[src/afmc_defs.vh]
/*
  constants for the adc filter and mode control block: register offsets,
  field codes, reset values and timing counts.
  assumes a 50 mhz core clock; included by bare name.
*/
`ifndef AFMC_DEFS_VH
`define AFMC_DEFS_VH

// register byte offsets on the wishbone bus
`define AFMC_OFS_CTRL      8'h00
`define AFMC_OFS_RATE      8'h04
`define AFMC_OFS_MANUAL    8'h08
`define AFMC_OFS_LP        8'h0C
`define AFMC_OFS_STATUS    8'h10
`define AFMC_OFS_RESULT    8'h14

// operating modes
`define AFMC_PM_HIPERF     2'b00
`define AFMC_PM_NORMAL     2'b01
`define AFMC_PM_LOWPOW     2'b10

// measurement modes
`define AFMC_MM_MANUAL     2'b00
`define AFMC_MM_SUPPLY     2'b01

// preset supply measurement settings: channel, gain, rate code
`define AFMC_SUP_CHAN      3'h5
`define AFMC_SUP_GAIN      2'h0
`define AFMC_SUP_RATE      3'h0

// reset values
`define AFMC_CTRL_RST      7'h01
`define AFMC_RATE_RST      3'h0
`define AFMC_MANUAL_RST    5'h00
`define AFMC_LP_DROP_RST   5'h05
`define AFMC_LP_ACC_RST    5'h10
`define AFMC_LP_CYC_RST    7'h40
`define AFMC_LP_RATE_RST   3'h6

// timing
`define AFMC_CLK_HZ        50000000
`define AFMC_PD_HOLD_US    172
`define AFMC_PD_HOLD_CYC   (`AFMC_PD_HOLD_US * 50)
`define AFMC_PF_MS_00      300
`define AFMC_PF_MS_01      590
`define AFMC_PF_MS_10      230
`define AFMC_PF_MS_11      460
`define AFMC_CYC_PER_MS    (`AFMC_CLK_HZ / 1000)

`endif

[src/afmc_counter.v]
/*
  loadable down counter with a done flag.
  assumes an active-low reset, asserted asynchronously and released synchronously by the top.
*/
`timescale 1ns/100ps
module afmc_counter
#(
  parameter W = 16
)
(
  input  wire         clk,
  input  wire         rst_n,
  input  wire         load,
  input  wire [W-1:0] value,
  input  wire         dec,
  output wire         done
);
  reg [W-1:0] cnt_r;
  always @(posedge clk or negedge rst_n)
  begin
    if (!rst_n)
      cnt_r <= {W{1'b0}};
    else if (load)
      cnt_r <= value;
    else if (dec && cnt_r != {W{1'b0}})
      cnt_r <= cnt_r - {{(W-1){1'b0}}, 1'b1};
  end
  assign done = (cnt_r == {W{1'b0}});
endmodule // afmc_counter

[src/afmc_sclk_watch.v]
/*
  watches the serial clock pin for a long high hold and reports sleep.
  assumes sclk is synchronous to the core clock.
*/
`timescale 1ns/100ps
module afmc_sclk_watch
#(
  parameter HOLD_CYC = 8600
)
(
  input  wire clk,
  input  wire rst_n,
  input  wire sclk,
  output reg  sleep_state
);
  reg  [15:0] hold_r;
  reg         sclk_r;
  always @(posedge clk or negedge rst_n)
  begin
    if (!rst_n)
    begin
      hold_r      <= 16'h0000;
      sclk_r      <= 1'b0;
      sleep_state <= 1'b0;
    end
    else
    begin
      sclk_r <= sclk;
      if (!sclk)
      begin
        hold_r      <= 16'h0000;
        sleep_state <= 1'b0;
      end
      else if (!sclk_r && !sleep_state)
        hold_r <= 16'h0001;
      else if (hold_r != 16'h0000 && !sleep_state)
      begin
        if (hold_r >= HOLD_CYC[15:0])
          sleep_state <= 1'b1;
        else
          hold_r <= hold_r + 16'h0001;
      end
    end
  end
endmodule // afmc_sclk_watch

[src/afmc_top.v]
/*
  adc filter and mode control: comb order, settling, measurement and
  operating modes, duty-cycled low power sequencing and sleep on sclk.
  assumes a wishbone classic master and a filter datapath that pulses
  filt_out_vld once per comb output.
*/
`timescale 1ns/100ps
`include "afmc_defs.vh"

// What this block does
// - normal mode, rates 10 to 80 hz: third-order comb
// - normal mode, rates 160 to 1280 hz: fifth-order comb
// - low power mode always uses fifth-order comb
// - first valid output after restart is output number comb order, counting from one
// - post-filter adds 300 ms for select 00, 590 ms for 01
// - post-filter adds 230 ms for select 10, 460 ms for 11
// - two-bit field picks supply or manual measurement
// - supply mode forces preset channel, gain and rate
// - manual settings kept while other mode active, restored after
// - high performance: buffer on, fast modulator clock
// - normal: buffer bypassed, slow modulator clock
// - low power: one result per 21 filter outputs at 640 hz plus 43 core clocks
// - low power: drop first 5 outputs, average next 16
// - low power: one result per 64-count cycle, 21 outputs then 43 core clocks with filter and reference off
// - low power filter rate and accumulate count are programmable
// - power-on reset clears the whole block without host action
// - sclk held high 172 us enters sleep
// - sclk low again leaves sleep
// - configuration survives sleep
module afmc_top
#(
  parameter PD_HOLD_CYC = `AFMC_PD_HOLD_CYC,
  parameter PF_CYC_00   = `AFMC_PF_MS_00 * `AFMC_CYC_PER_MS,
  parameter PF_CYC_01   = `AFMC_PF_MS_01 * `AFMC_CYC_PER_MS,
  parameter PF_CYC_10   = `AFMC_PF_MS_10 * `AFMC_CYC_PER_MS,
  parameter PF_CYC_11   = `AFMC_PF_MS_11 * `AFMC_CYC_PER_MS,
  parameter DATA_W      = 24
)
(
  input  wire              core_clk,
  input  wire              reset_n,
  input  wire              wb_cyc_i,
  input  wire              wb_stb_i,
  input  wire              wb_we_i,
  input  wire [7:0]        wb_adr_i,
  input  wire [3:0]        wb_sel_i,
  input  wire [31:0]       wb_dat_i,
  output reg  [31:0]       wb_dat_o,
  output reg               wb_ack_o,
  input  wire              sclk,
  input  wire              filt_out_vld,
  input  wire [DATA_W-1:0] filt_out_data,
  output reg               filt_restart,
  output reg  [2:0]        comb_order,
  output reg  [2:0]        filt_rate,
  output reg  [2:0]        eff_chan,
  output reg  [1:0]        eff_gain,
  output reg               buf_enable,
  output reg               mod_clk_fast,
  output reg               filt_enable,
  output reg               vref_enable,
  output reg               result_valid,
  output reg  [DATA_W-1:0] result_data,
  output wire              sleep_state
);
  // reset release through two flops
  reg rst_s1_r;
  reg rst_n_r;
  always @(posedge core_clk or negedge reset_n)
  begin
    if (!reset_n)
    begin
      rst_s1_r <= 1'b0;
      rst_n_r  <= 1'b0;
    end
    else
    begin
      rst_s1_r <= 1'b1;
      rst_n_r  <= rst_s1_r;
    end
  end

  // configuration registers; reset only by power-on, never by sleep
  reg [1:0] op_mode_r;
  reg [1:0] measurement_mode_select_r;
  reg       post_filter_enable_r;
  reg       post_filter_select_hi_r;
  reg       post_filter_select_lo_r;
  reg [2:0] user_rate_r;
  reg [2:0] user_chan_r;
  reg [1:0] user_gain_r;
  reg [4:0] lp_drop_r;
  reg [4:0] lp_acc_r;
  reg [6:0] lp_cycle_r;
  reg [2:0] lp_rate_r;

  wire wb_req = wb_cyc_i && wb_stb_i && !wb_ack_o;
  wire wb_wr  = wb_req && wb_we_i && wb_sel_i[0];
  wire cfg_wr = wb_wr && (wb_adr_i == `AFMC_OFS_CTRL || wb_adr_i == `AFMC_OFS_RATE
                || wb_adr_i == `AFMC_OFS_MANUAL || wb_adr_i == `AFMC_OFS_LP);

  always @(posedge core_clk or negedge rst_n_r)
  begin
    if (!rst_n_r)
    begin
      {post_filter_select_hi_r, post_filter_select_lo_r, post_filter_enable_r,
       measurement_mode_select_r, op_mode_r} <= `AFMC_CTRL_RST;
      user_rate_r <= `AFMC_RATE_RST;
      {user_gain_r, user_chan_r} <= `AFMC_MANUAL_RST;
      lp_drop_r   <= `AFMC_LP_DROP_RST;
      lp_acc_r    <= `AFMC_LP_ACC_RST;
      lp_cycle_r  <= `AFMC_LP_CYC_RST;
      lp_rate_r   <= `AFMC_LP_RATE_RST;
    end
    else if (wb_wr)
    begin
      case (wb_adr_i)
        `AFMC_OFS_CTRL:
        begin
          op_mode_r                 <= wb_dat_i[1:0];
          measurement_mode_select_r <= wb_dat_i[3:2];
          post_filter_enable_r      <= wb_dat_i[4];
          post_filter_select_lo_r   <= wb_dat_i[5];
          post_filter_select_hi_r   <= wb_dat_i[6];
        end
        `AFMC_OFS_RATE:
          user_rate_r <= wb_dat_i[2:0];
        `AFMC_OFS_MANUAL:
        begin
          user_chan_r <= wb_dat_i[2:0];
          user_gain_r <= wb_dat_i[4:3];
        end
        `AFMC_OFS_LP:
        begin
          lp_drop_r  <= wb_dat_i[4:0];
          lp_acc_r   <= wb_dat_i[12:8];
          lp_cycle_r <= wb_dat_i[22:16];
          lp_rate_r  <= wb_dat_i[26:24];
        end
        default:
          lp_drop_r <= lp_drop_r;
      endcase
    end
  end

  afmc_sclk_watch #(.HOLD_CYC(PD_HOLD_CYC)) u_watch
  (
    .clk         (core_clk),
    .rst_n       (rst_n_r),
    .sclk        (sclk),
    .sleep_state (sleep_state)
  );

  // effective settings
  wire lowpow = (op_mode_r == `AFMC_PM_LOWPOW);
  wire supply = (measurement_mode_select_r == `AFMC_MM_SUPPLY);
  wire [2:0] rate_nxt = supply ? `AFMC_SUP_RATE : (lowpow ? lp_rate_r : user_rate_r);
  wire [2:0] order_nxt = (lowpow || rate_nxt[2]) ? 3'd5 : 3'd3;
  reg  [31:0] pf_cyc;
  always @*
  begin
    case ({post_filter_select_hi_r, post_filter_select_lo_r})
      2'b00:   pf_cyc = PF_CYC_00;
      2'b01:   pf_cyc = PF_CYC_01;
      2'b10:   pf_cyc = PF_CYC_10;
      default: pf_cyc = PF_CYC_11;
    endcase
  end

  // settling, post-filter and low power sequencing
  localparam ST_RUN    = 2'd0;
  localparam ST_SETTLE = 2'd1;
  localparam ST_POST   = 2'd2;
  reg [1:0]        state_r;
  reg [6:0]        lp_idx_r;
  reg [2:0]        settle_r;
  reg [DATA_W+4:0] acc_r;
  wire             pf_done;
  wire             pf_load = filt_restart;

  afmc_counter #(.W(32)) u_pf
  (
    .clk   (core_clk),
    .rst_n (rst_n_r),
    .load  (pf_load),
    .value (post_filter_enable_r ? pf_cyc : 32'h0000_0000),
    .dec   (state_r == ST_POST),
    .done  (pf_done)
  );

  wire [6:0] drop_end = {2'b00, lp_drop_r};
  wire [6:0] acc_end  = drop_end + {2'b00, lp_acc_r};
  wire       lp_active = (lp_idx_r < acc_end);

  // average of the accumulated outputs; an accumulate count of zero is not supported
  wire [DATA_W+4:0] avg_sum = acc_r + {5'd0, filt_out_data};
  wire [DATA_W+4:0] avg_q   = avg_sum / {{DATA_W{1'b0}}, lp_acc_r};

  always @(posedge core_clk or negedge rst_n_r)
  begin
    if (!rst_n_r)
    begin
      state_r      <= ST_SETTLE;
      settle_r     <= 3'd0;
      lp_idx_r     <= 7'd0;
      acc_r        <= {(DATA_W+5){1'b0}};
      filt_restart <= 1'b1;
      comb_order   <= 3'd3;
      filt_rate    <= 3'd0;
      eff_chan     <= 3'd0;
      eff_gain     <= 2'd0;
      buf_enable   <= 1'b1;
      mod_clk_fast <= 1'b1;
      filt_enable  <= 1'b0;
      vref_enable  <= 1'b0;
      result_valid <= 1'b0;
      result_data  <= {DATA_W{1'b0}};
    end
    else
    begin
      filt_restart <= cfg_wr;
      result_valid <= 1'b0;
      comb_order   <= order_nxt;
      filt_rate    <= rate_nxt;
      eff_chan     <= supply ? `AFMC_SUP_CHAN : user_chan_r;
      eff_gain     <= supply ? `AFMC_SUP_GAIN : user_gain_r;
      buf_enable   <= (op_mode_r == `AFMC_PM_HIPERF);
      mod_clk_fast <= (op_mode_r == `AFMC_PM_HIPERF);
      filt_enable  <= !sleep_state && (!lowpow || lp_active);
      vref_enable  <= !sleep_state && (!lowpow || lp_active);
      if (filt_restart || sleep_state)
      begin
        state_r  <= ST_SETTLE;
        settle_r <= 3'd0;
        lp_idx_r <= 7'd0;
        acc_r    <= {(DATA_W+5){1'b0}};
      end
      else if (lowpow)
      begin
        // comb and reference restart every cycle, so settling is the drop count
        if (filt_out_vld || !lp_active)
        begin
          lp_idx_r <= (lp_idx_r + 7'd1 >= lp_cycle_r) ? 7'd0 : lp_idx_r + 7'd1;
          if (lp_idx_r >= drop_end && lp_active)
            acc_r <= acc_r + {5'd0, filt_out_data};
          if (lp_idx_r + 7'd1 == acc_end)
          begin
            result_valid <= 1'b1;
            result_data  <= avg_q[DATA_W-1:0];
            acc_r        <= {(DATA_W+5){1'b0}};
          end
        end
      end
      else
      begin
        case (state_r)
          ST_SETTLE:
            if (filt_out_vld)
            begin
              settle_r <= settle_r + 3'd1;
              if (settle_r + 3'd1 >= comb_order)
              begin
                if (post_filter_enable_r)
                  state_r <= ST_POST;
                else
                begin
                  // the order-th output is already settled, so it is delivered
                  state_r      <= ST_RUN;
                  result_valid <= 1'b1;
                  result_data  <= filt_out_data;
                end
              end
            end
          ST_POST:
            if (pf_done)
              state_r <= ST_RUN;
          ST_RUN:
            if (filt_out_vld)
            begin
              result_valid <= 1'b1;
              result_data  <= filt_out_data;
            end
          default:
            state_r <= ST_SETTLE;
        endcase
      end
    end
  end

  // wishbone slave: single registered ack, one cycle after the request
  always @(posedge core_clk or negedge rst_n_r)
  begin
    if (!rst_n_r)
    begin
      wb_ack_o <= 1'b0;
      wb_dat_o <= 32'h0000_0000;
    end
    else
    begin
      wb_ack_o <= wb_req;
      if (wb_req && !wb_we_i)
      begin
        case (wb_adr_i)
          `AFMC_OFS_CTRL:
            wb_dat_o <= {25'd0, post_filter_select_hi_r, post_filter_select_lo_r,
                         post_filter_enable_r, measurement_mode_select_r, op_mode_r};
          `AFMC_OFS_RATE:   wb_dat_o <= {29'd0, user_rate_r};
          `AFMC_OFS_MANUAL: wb_dat_o <= {27'd0, user_gain_r, user_chan_r};
          `AFMC_OFS_LP:
            wb_dat_o <= {5'd0, lp_rate_r, 1'b0, lp_cycle_r, 3'd0, lp_acc_r, 3'd0, lp_drop_r};
          `AFMC_OFS_STATUS:
            wb_dat_o <= {24'd0, comb_order, state_r, sleep_state, filt_enable, result_valid};
          `AFMC_OFS_RESULT:
            wb_dat_o <= {{(32-DATA_W){1'b0}}, result_data};
          default:
            wb_dat_o <= 32'h0000_0000;
        endcase
      end
    end
  end
endmodule // afmc_top

[config.mk]
export PLATFORM = sky130hd
export DESIGN_NAME = afmc_top
export DESIGN_NICKNAME = d
export VERILOG_FILES = /design/src/afmc_counter.v /design/src/afmc_sclk_watch.v /design/src/afmc_top.v
export VERILOG_INCLUDE_DIRS = /design/src
export SDC_FILE = /design/constraint.sdc
export NUM_CORES = 1
export LEC_CHECK = 0
export BUFFER_PORTS_ARGS = -buffer_cell sky130_fd_sc_hd__buf_2
export CAP_MARGIN = 20
export CELL_PAD_IN_SITES_DETAIL_PLACEMENT = 0
export CELL_PAD_IN_SITES_GLOBAL_PLACEMENT = 1
export CORE_ASPECT_RATIO = 0.75
export CORE_MARGIN = 1
export CORE_UTILIZATION = 35
export CTS_BUF_LIST = sky130_fd_sc_hd__clkbuf_4
export DETAILED_ROUTE_END_ITERATION = 8
export PLACE_DENSITY = 0.72
export SYNTH_ARGS = -nofsm -noshare
export SYNTH_HDL_FRONTEND = slang
export SYNTH_HIERARCHICAL = 1
export SYNTH_SLANG_ARGS = --single-unit
export TNS_END_PERCENT = 50
[constraint.sdc]
create_clock -name core_clk -period 15.5 [get_ports core_clk]
set_clock_uncertainty 0.05 [all_clocks]
set_input_delay 3.1 -clock core_clk [delete_from_list [all_inputs] [get_ports core_clk]]
set_output_delay 3.1 -clock core_clk [all_outputs]
set_load 0.005 [all_outputs]
# Word-level counts from Yosys, hierarchy flattened
# Cells that the tools add are included.
# Widths: inputs -> output; s select.
dict set report totals {
  output_inout_bits 75
  in_bits 75
  register_bits 200
  word_cells 178
}
dict set report op_classes {
  eq_ne 28
  div_mod_pow 1
  n_lt_le_gt_ge 5
  n_addsub 6
  n_reduce_logical 49
  n_bitwise 1
  n_mux 55
}
# op n
set ops {}
lappend ops {{$mux 24} 7}
lappend ops {{$pmux 27 s6} 1}
lappend ops {{$mux 29} 5}
lappend ops {{$mux 32} 3}
lappend ops {{$pmux 25 s3} 1}
lappend ops {{$mux 16} 4}
lappend ops {{$pmux 24 s2} 1}
lappend ops {{$logic_not 32->1} 1}
lappend ops {{$reduce_bool 32->1} 1}
lappend ops {{$sub 32x1->32 const B} 1}
lappend ops {{$add 29x24->29} 1}
lappend ops {{$div 29x5->29} 1}
lappend ops {{$mux 7} 4}
lappend ops {{$mux 3} 8}
lappend ops {{$ne 3x3->1 const B} 7}
lappend ops {{$add 16x1->16 const B} 1}
lappend ops {{$eq 8x4->1 const B} 2}
lappend ops {{$eq 8x5->1 const B} 2}
lappend ops {{$ge 16x14->1 const B} 1}
lappend ops {{$reduce_bool 16->1} 1}
lappend ops {{$mux 2} 7}
lappend ops {{$mux 1} 12}
lappend ops {{$reduce_and 2->1} 6}
lappend ops {{$logic_and 1x1->1} 11}
lappend ops {{27 further kinds} 56}

# Longest topological paths before layout
# Gate-level depths: netlist of run 1.
dict set report logic_depth {
  depth_word 8
  ltp_mapped 342
  mapped_depth_nobuf 317
}

# By module
# Netlist of run 1, hierarchy kept.
# module seq_area_each_um2 instances area_each_um2 cells_each
set by_module_without_submodules {}
lappend by_module_without_submodules {afmc_top 3617.2 1 24601.1 3197}
lappend by_module_without_submodules {afmc_counter 800.8 1 2067.0 234}
lappend by_module_without_submodules {afmc_sclk_watch 450.4 1 965.9 101}

# Least setup slack after synthesis of run 1
# No wires, ideal clock.
dict set report synth_path {
  path_type {input -> register}
  startpoint {input filt_out_data[0]}
  endpoint {register result_data[0]}
  setup_ns 0.124
  slack_ns -50.507
  t_arrival_ns 65.833
  stages 325
  required_ns 15.326
  path_buffers 26
  cell_sequence {ha_1 -> inv_1 -> fa_1 -> nor2b_1 -> o31a_1 -> a211oi_2 -> a211o_1 -> and2_1 -> a21oi_1 -> o211ai_1 -> ha_1 -> a21oi_1 -> ha_1 -> or4b_1 -> nand2_1 -> a21oi_1 -> ha_1 -> nor2_1 -> [... 289 more ...] -> nand3_1 -> or3_1 -> buf_2 -> nor2_1 -> a21oi_1 -> ha_1 -> nor2b_1 -> o21a_1 -> o21ai_0 -> nand2b_1 -> a2111oi_0 -> o21ai_0 -> or4_1 -> nor4_1 -> o221ai_1 -> nor4b_2 -> o2111ai_1 -> o31a_1}
}
dict set report synth_between {
  elab_chain_len 5
  word_cells_on_any_way 10
  classes_between {1 x add/sub; 1 x div; 8 x mux}
}
# item line_no
set synth_rtl {}
lappend synth_rtl {{start: declaration} afmc_top.v:52} ;# input wire [DATA_W-1:0] filt_out_data,
lappend synth_rtl {{$add 29x24->29 or $mux 24 (tied branches)} {afmc_top.v:196, afmc_top.v:263}}
lappend synth_rtl {{$div 29x5->29 or $mux 24 (tied branches)} {afmc_top.v:197, afmc_top.v:261}}
lappend synth_rtl {{$mux 24, on equally long branches} {afmc_top.v:246, afmc_top.v:258}}
lappend synth_rtl {{$mux 24 or $pmux 24 s2 (tied branches)} {afmc_top.v:241, afmc_top.v:256}}
lappend synth_rtl {{$mux 24 (*)} afmc_top.v:238} ;# else if (lowpow)
lappend synth_rtl {{end signal: assignment} afmc_top.v:217} ;# result_data <= {DATA_W{1'b0}};
lappend synth_rtl {{end signal: assignment} afmc_top.v:249} ;# result_data <= avg_q[DATA_W-1:0];
lappend synth_rtl {{end signal: assignment} afmc_top.v:270} ;# result_data <= filt_out_data;
lappend synth_rtl {{end: declaration} afmc_top.v:63} ;# output reg [DATA_W-1:0] result_data,
# Every way passes the cells marked *; elsewhere a longest branch is shown, timed or not. The select of a mux whose other input is x is not followed.
# A chain may end at the register's enable or synchronous reset.

# Worst setup path in the final report of run 1
# Same ends and word-level chain as after synthesis.

==> impl_metrics.ini, run 1 <==
[floorplanning]
start_util_pct = 35.7
boundaryPins = 150
fp.coreArea_sq_um = 77500
die_area_sq_um = 80100
fp.dieW_microns = 326
fp-row-count = 88
die_h_microns = 245

[min_path]
worstHoldStart = rst_s1_r
worstHoldPathType = reg -> reg
whs_endpoint = rst_n_r
hold_path_depth = 0

[yosys]
yosysWarnings = 6
syn_area_sq_um = 27600
synth_top_flop_cell = dfrtp_1
ys_types = 173
avgSynthCellArea_sq_um = 7.82
synth-seq-cells = 194
synth_enable_flop_cells = 0
syn_inst = 3532
yosysSeqAreaShare_pct = 17.6
async_flop_share_pct = 100

[detailed_routing]
drtPass1Iterations = 8
drtIter0Drc = 2840
num_vias = 34300
drt-total-wl_microns = 112000
post_drt_wl_per_cell_microns = 18.0
drc = 0
viasPerCell = 5.50
antenna_left = 0

[sta]
whs_ns = 0.324
finalHoldViolCount = 0
fmax_mhz = 17.1
drv_slew = 0
setup_viol_count_final = 21
min_period_ns = 58.50
tightest_slew_ns = 0.943
rsz0062_at_grt = true
min_period_over_period_pct = 377
worst_slack_ns = -43.00
slew_headroom_pct = 35.5

[critical_path]
r2r.worst_path.cells = 310
crit_slowest_cell = or4b_1
startpoint_type = input pin
worstPathBufferInverterCount = 29
path_class = in -> reg
crit_fanout = 6
crit_arrival_ns = 59.11
worstSetupEndpointType = flop
rr_endpoint = result_data[0]
timing.critical_path.mode_cell = o21a_1
crit_family = compound AO/OA/AOI/OAI gates
r2r_setup_slack_ns = -41.06
worst-endpoint-required_ns = 16.11
r2r-start = acc_r[0]
max_stage_delay_ns = 0.52

[grt]
grtUsageMet2_pct = 38.9
antenna_found_initial = 9
met1_usage_pct = 40.9
grt_max_degree = 72
grt_usage_pct = 26.6
grt_overflow = 0
grt_busiest_layer = met1
grt_pass1_vias = 32100
grt_first_pass_wirelength_microns = 175000
grt_use_met3_pct = 3.63

[clock_tree]
cts_buffers = 17
path_clk_slew_ns = 0.17
clk_path_buf_depth = 2
clock-sinks = 194
cts_root_buffer = clkbuf_4
clkLatencyLatePin_ns = 0.77
cts_tree = yes
ctsHoldBuffers = 0
htreeDepth = 4

[finish]
nets = 5462
final_cell_mix = 1555 x buf_4, 312 x nand2_1, 309 x nor2_1
areaGrowthSynthToFinish_pct = 56.1
fin_area_sq_um = 43100
final_common_cell = buf_4
drive_above_1_share_pct = 45.5
fill_cells = 7139

[outcome]
violations = setup timing
status = finished with violations

[placed_design]
place_congestion = 0.929
port_buffers = 130
placed_area_sq_um = 39300
hpwl_microns = 86300

[job]
drv_cap = 0
[cell usage after synthesis (41+ instances only)]
library cell | instances | share of area (%)
dfrtp_1 | 183 | 17
xnor2_1 | 99 | 3.1
nor2b_1 | 45 | 1.0
ha_1 | 202 | 9.1
a21oi_1 | 189 | 3.4
o21ai_0 | 217 | 3.9
clkbuf_1 | 48 | 0.65
nand2_1 | 334 | 4.5
o21a_1 | 109 | 3.0
xor2_1 | 67 | 2.1
nor2_1 | 341 | 4.6
mux2i_1 | 59 | 2.1
nand4_1 | 57 | 1.3
a31oi_1 | 44 | 1.0
inv_1 | 114 | 1.5
nand3_1 | 98 | 1.8
mux2_2 | 61 | 2.5
nor3_1 | 174 | 3.2
o211ai_1 | 41 | 1.1
or3_1 | 48 | 1.1
o31ai_1 | 61 | 1.7
[layer usage]
metal,part of all wire (%),up-vias
met2,42,1081
met1,50,16400
met4,1.6,4
li1,-,16700
met5,0.019,-
met3,6.6,124
[sequential cells by signal, summed over array words and instances (netlist names), 2 cells and up]
signal                     count
acc_r                         29
state_r                        2
user_rate_r                    3
eff_gain                       2
lp_rate_r                      3
result_data                   24
lp_acc_r                       5
wb_dat_o                      27
comb_order                     2
filt_rate                      3
user_chan_r                    3
user_gain_r                    2
op_mode_r                      2
settle_r                       3
lp_cycle_r                     7
u_watch/hold_r                16
eff_chan                       3
measurement_mode_select_r      2
lp_drop_r                      5
u_pf/cnt_r                    32
lp_idx_r                       7
[stage by stage]
stage                     util [%]  std cells  setup TNS, ns  worst slack [ns]
final                         55.6       6237        -458.71            -43.00
after global routing          55.6       6235        -495.34            -45.88
after CTS                     54.0       6139        -436.80            -41.62
after detailed placement      50.8       5888        -482.09            -44.53
after global placement        50.7       5887        -455.40            -42.38
after floorplan                  -       3550        -491.05            -45.79
[timing repair]
action | in CTS | in global routing
hold endpoints to repair | 0 | 0
endpoints found under the setup margin | 21 | 21
resized for setup | 126 | 125
pin swaps | 94 | 95
buffers inserted | 219 | 94
[worst max path at each step]
stage	startpoint	cells past startpoint	slack, ns	endpoint
floorplan	filt_out_data[0]	328	-45.79	result_data[0]
global placement	filt_out_data[0]	306	-42.38	result_data[0]
detailed placement	filt_out_data[0]	308	-44.53	result_data[0]
CTS	filt_out_data[0]	306	-41.62	result_data[0]
global route	filt_out_data[0]	311	-45.88	result_data[0]
finish	filt_out_data[0]	311	-43.00	result_data[0]
[kinds of logic after synthesis]
group / after synthesis / synth area share (%)
XOR/XNOR: 170 / 5.50
multiplexers: 127 / 4.99
buffers and inverters: 239 / 4.47
AO/OA/AOI/OAI: 1110 / 29.3
adder cells (fa/ha/maj): 206 / 9.36
AND/OR/NAND/NOR: 1484 / 28.7
other: 2 / 0.0272
flip-flops: 194 / 17.6
[layout make-up]
class / instances / area (sq um) / share of cell area [%]
clock buffers: 17 / 128 / 0.296
multi-input cells: 3117 / 23300 / 54.0
repair buffers: 1737 / 12900 / 30.0
well taps: 1035 / 1290 / 3.00
diodes: 6 / 15.0 / 0.0348
clock inverters: 15 / 148 / 0.342
inverters: 116 / 435 / 1.01
flip-flops and latches: 194 / 4870 / 11.3
Power of run 1 is not shown: default switching activity piles up to over one toggle a cycle in this logic, so the estimate is an artifact.
==> run 2: changes to the inputs <==
- ABC_AREA: unset -> 1
- PLACE_DENSITY: 0.72 -> 0.75
==> run 2 against run 1 <==
Effect of this change: the flow still finishes with violations (setup timing); utilization up 0.17 points; area after synthesis up 17%; sequential share of layout area down 1.8 points; hold slack worse by 0.022 ns.
==> impl_metrics.ini, run 2 <==
[placed_design]
place_congestion = 0.934
hpwl_microns = 96000
port_buffers = 130

[critical_path]
path_class = in -> reg
r2r.worst_path.cells = 339
worstSetupEndpointType = flop
startpoint_type = input pin
r2r_setup_slack_ns = -26.51
rr_endpoint = result_data[0]
crit_fanout = 8
timing.critical_path.mode_cell = nand2_2
worst-endpoint-required_ns = 16.06
max_stage_delay_ns = 0.32
crit_arrival_ns = 44.60
crit_slowest_cell = ha_1
r2r-start = acc_r[0]

[grt]
grt_overflow = 0
grt_max_degree = 76
antenna_found_initial = 5
grt_first_pass_wirelength_microns = 201000
grt_pass1_vias = 39100
grt_usage_pct = 26.1

[yosys]
yosysWarnings = 6
synth_top_area_share_pct = 16.6
syn_area_sq_um = 32300
avgSynthCellArea_sq_um = 6.13
yosysSeqAreaShare_pct = 15.1
synth_enable_flop_cells = 0
synth-seq-cells = 194
syn_inst = 5275
ys_types = 75
yosys.cell_count.top_type = nand2_1
ys_top_cells_by_area = nand2_1 17%, dfrtp_1 14%, inv_1 9.1%, ha_1 7.8%, nand3_1 7.0%
synthTopCellsByCount = 1429 x nand2_1, 780 x inv_1, 514 x nor2_1
async_flop_share_pct = 100
yosysTopAreaCell = nand2_1
synth_top_flop_cell = dfrtp_1

[sta]
slew_headroom_pct = 26.5
min_period_over_period_pct = 284
worst_slack_ns = -28.55
fmax_mhz = 22.7
setup_viol_count_final = 20
tightest_slew_ns = 1.10
rsz0062_at_grt = true
finalHoldViolCount = 0
min_period_ns = 44.05
tns_ns = -298.79
drv_slew = 0

[floorplanning]
start_util_pct = 35.3
fp.dieW_microns = 353
fp-row-count = 96
fp.coreArea_sq_um = 91500
die_area_sq_um = 93600
die_h_microns = 265
boundaryPins = 150

[outcome]
status = finished with violations
violations = setup timing

[clock_tree]
clk_path_buf_depth = 2
clock-sinks = 194
clkLatencyLatePin_ns = 0.70
cts_tree = yes
path_clk_slew_ns = 0.19
htreeDepth = 4
cts_root_buffer = clkbuf_4
cts_buffers = 17

[finish]
top_register = u_pf/cnt_r
drive_above_1_share_pct = 43.7
areaGrowthSynthToFinish_pct = 58.0
reg.largest.list = u_pf/cnt_r (32), acc_r (29), wb_dat_o (27)
final_cell_mix = 1868 x buf_4, 1341 x nand2_1, 731 x inv_1
final_common_cell = buf_4
nets = 7549
largest_register_ffs = 32

[detailed_routing]
post_drt_wl_per_cell_microns = 15.2
drtPass1Iterations = 8
drtIter0Drc = 3154
viasPerCell = 4.83
num_vias = 41100
drt-total-wl_microns = 129000
drc = 0
antenna_left = 0

[min_path]
worstHoldPathType = reg -> async

[job]
drv_cap = 0
==> run 2: final cells by class <==
type	instances	area (sq um)
inverters	852	3270
diodes	3	7.51
repair buffers	2047	15300
well taps	1225	1530
repair inverters	1	5.00
fillers	8552	40400
multi-input cells	4157	25900
clock buffers	18	135
flip-flops and latches	194	4870
clock inverters	14	123
==> run 2: kinds of logic (layout without fill, tap and decap cells) <==
group	after synthesis	after routing	share of synthesized area, %
other cells	2	23	0.0232
compound gates	581	581	10.8
simple gates	3210	3212	50.0
fa+ha+maj	204	204	7.94
buf+inv	944	2932	12.3
flops	194	194	15.1
xor+xnor	140	140	3.82
==> run 2: worst max-delay path by stage <==
stage / start / endpoint / slack (ns) / cells after the start
after global routing: filt_out_data[0] / result_data[0] / -31.12 / 343
after global placement: filt_out_data[0] / result_data[0] / -28.30 / 340
after CTS: filt_out_data[0] / result_data[0] / -26.35 / 344
after detailed placement: filt_out_data[0] / result_data[0] / -30.59 / 337
after floorplan: filt_out_data[0] / result_data[0] / -32.81 / 369
final: filt_out_data[12] / result_data[0] / -28.55 / 338
==> run 2: what timing repair did <==
item                                    CTS  global route
endpoints found under the setup margin   20            20
gates cloned                              4             0
resized for setup                       229           205
setup buffers                           424            82
pin swaps                               229           166
hold buffers                              0             0
==> run 2: critical path: cells and delay by family <==
family,cells,cell delay (ns)
and+or+nand+nor,174,19.40
AOI/OAI and AO/OA,83,10.79
adders and majority gates,29,7.42
buffers and inverters,52,3.82
==> run 2: per-layer routing <==
| layer | up-vias | part of all wire, % | track usage, % |
|---|---|---|---|
| li1 | 20900 | - | - |
| met1 | 19000 | 49 | 38.5 |
| met5 | - | 0 | 0 |
| met2 | 1061 | 44 | 40.9 |
| met4 | 0 | 1.9 | 5.18 |
| met3 | 156 | 5.3 | 2.36 |
==> run 2: metrics by stage <==
step                setup WS [ns]  utilization (%)  cells  hold slack, ns  cell area, sq um
floorplan                  -32.81                -   5293           0.281             33100
global placement           -28.30             49.3   7970           0.284             45100
detailed placement         -30.59             49.3   7970           0.287             45100
CTS                        -26.35             54.1   8429           0.321             49500
global route               -31.12             55.8   8510           0.352             51100
finish                     -28.55             55.8   8511           0.302             51100
Power of run 2 is left out for the same reason.
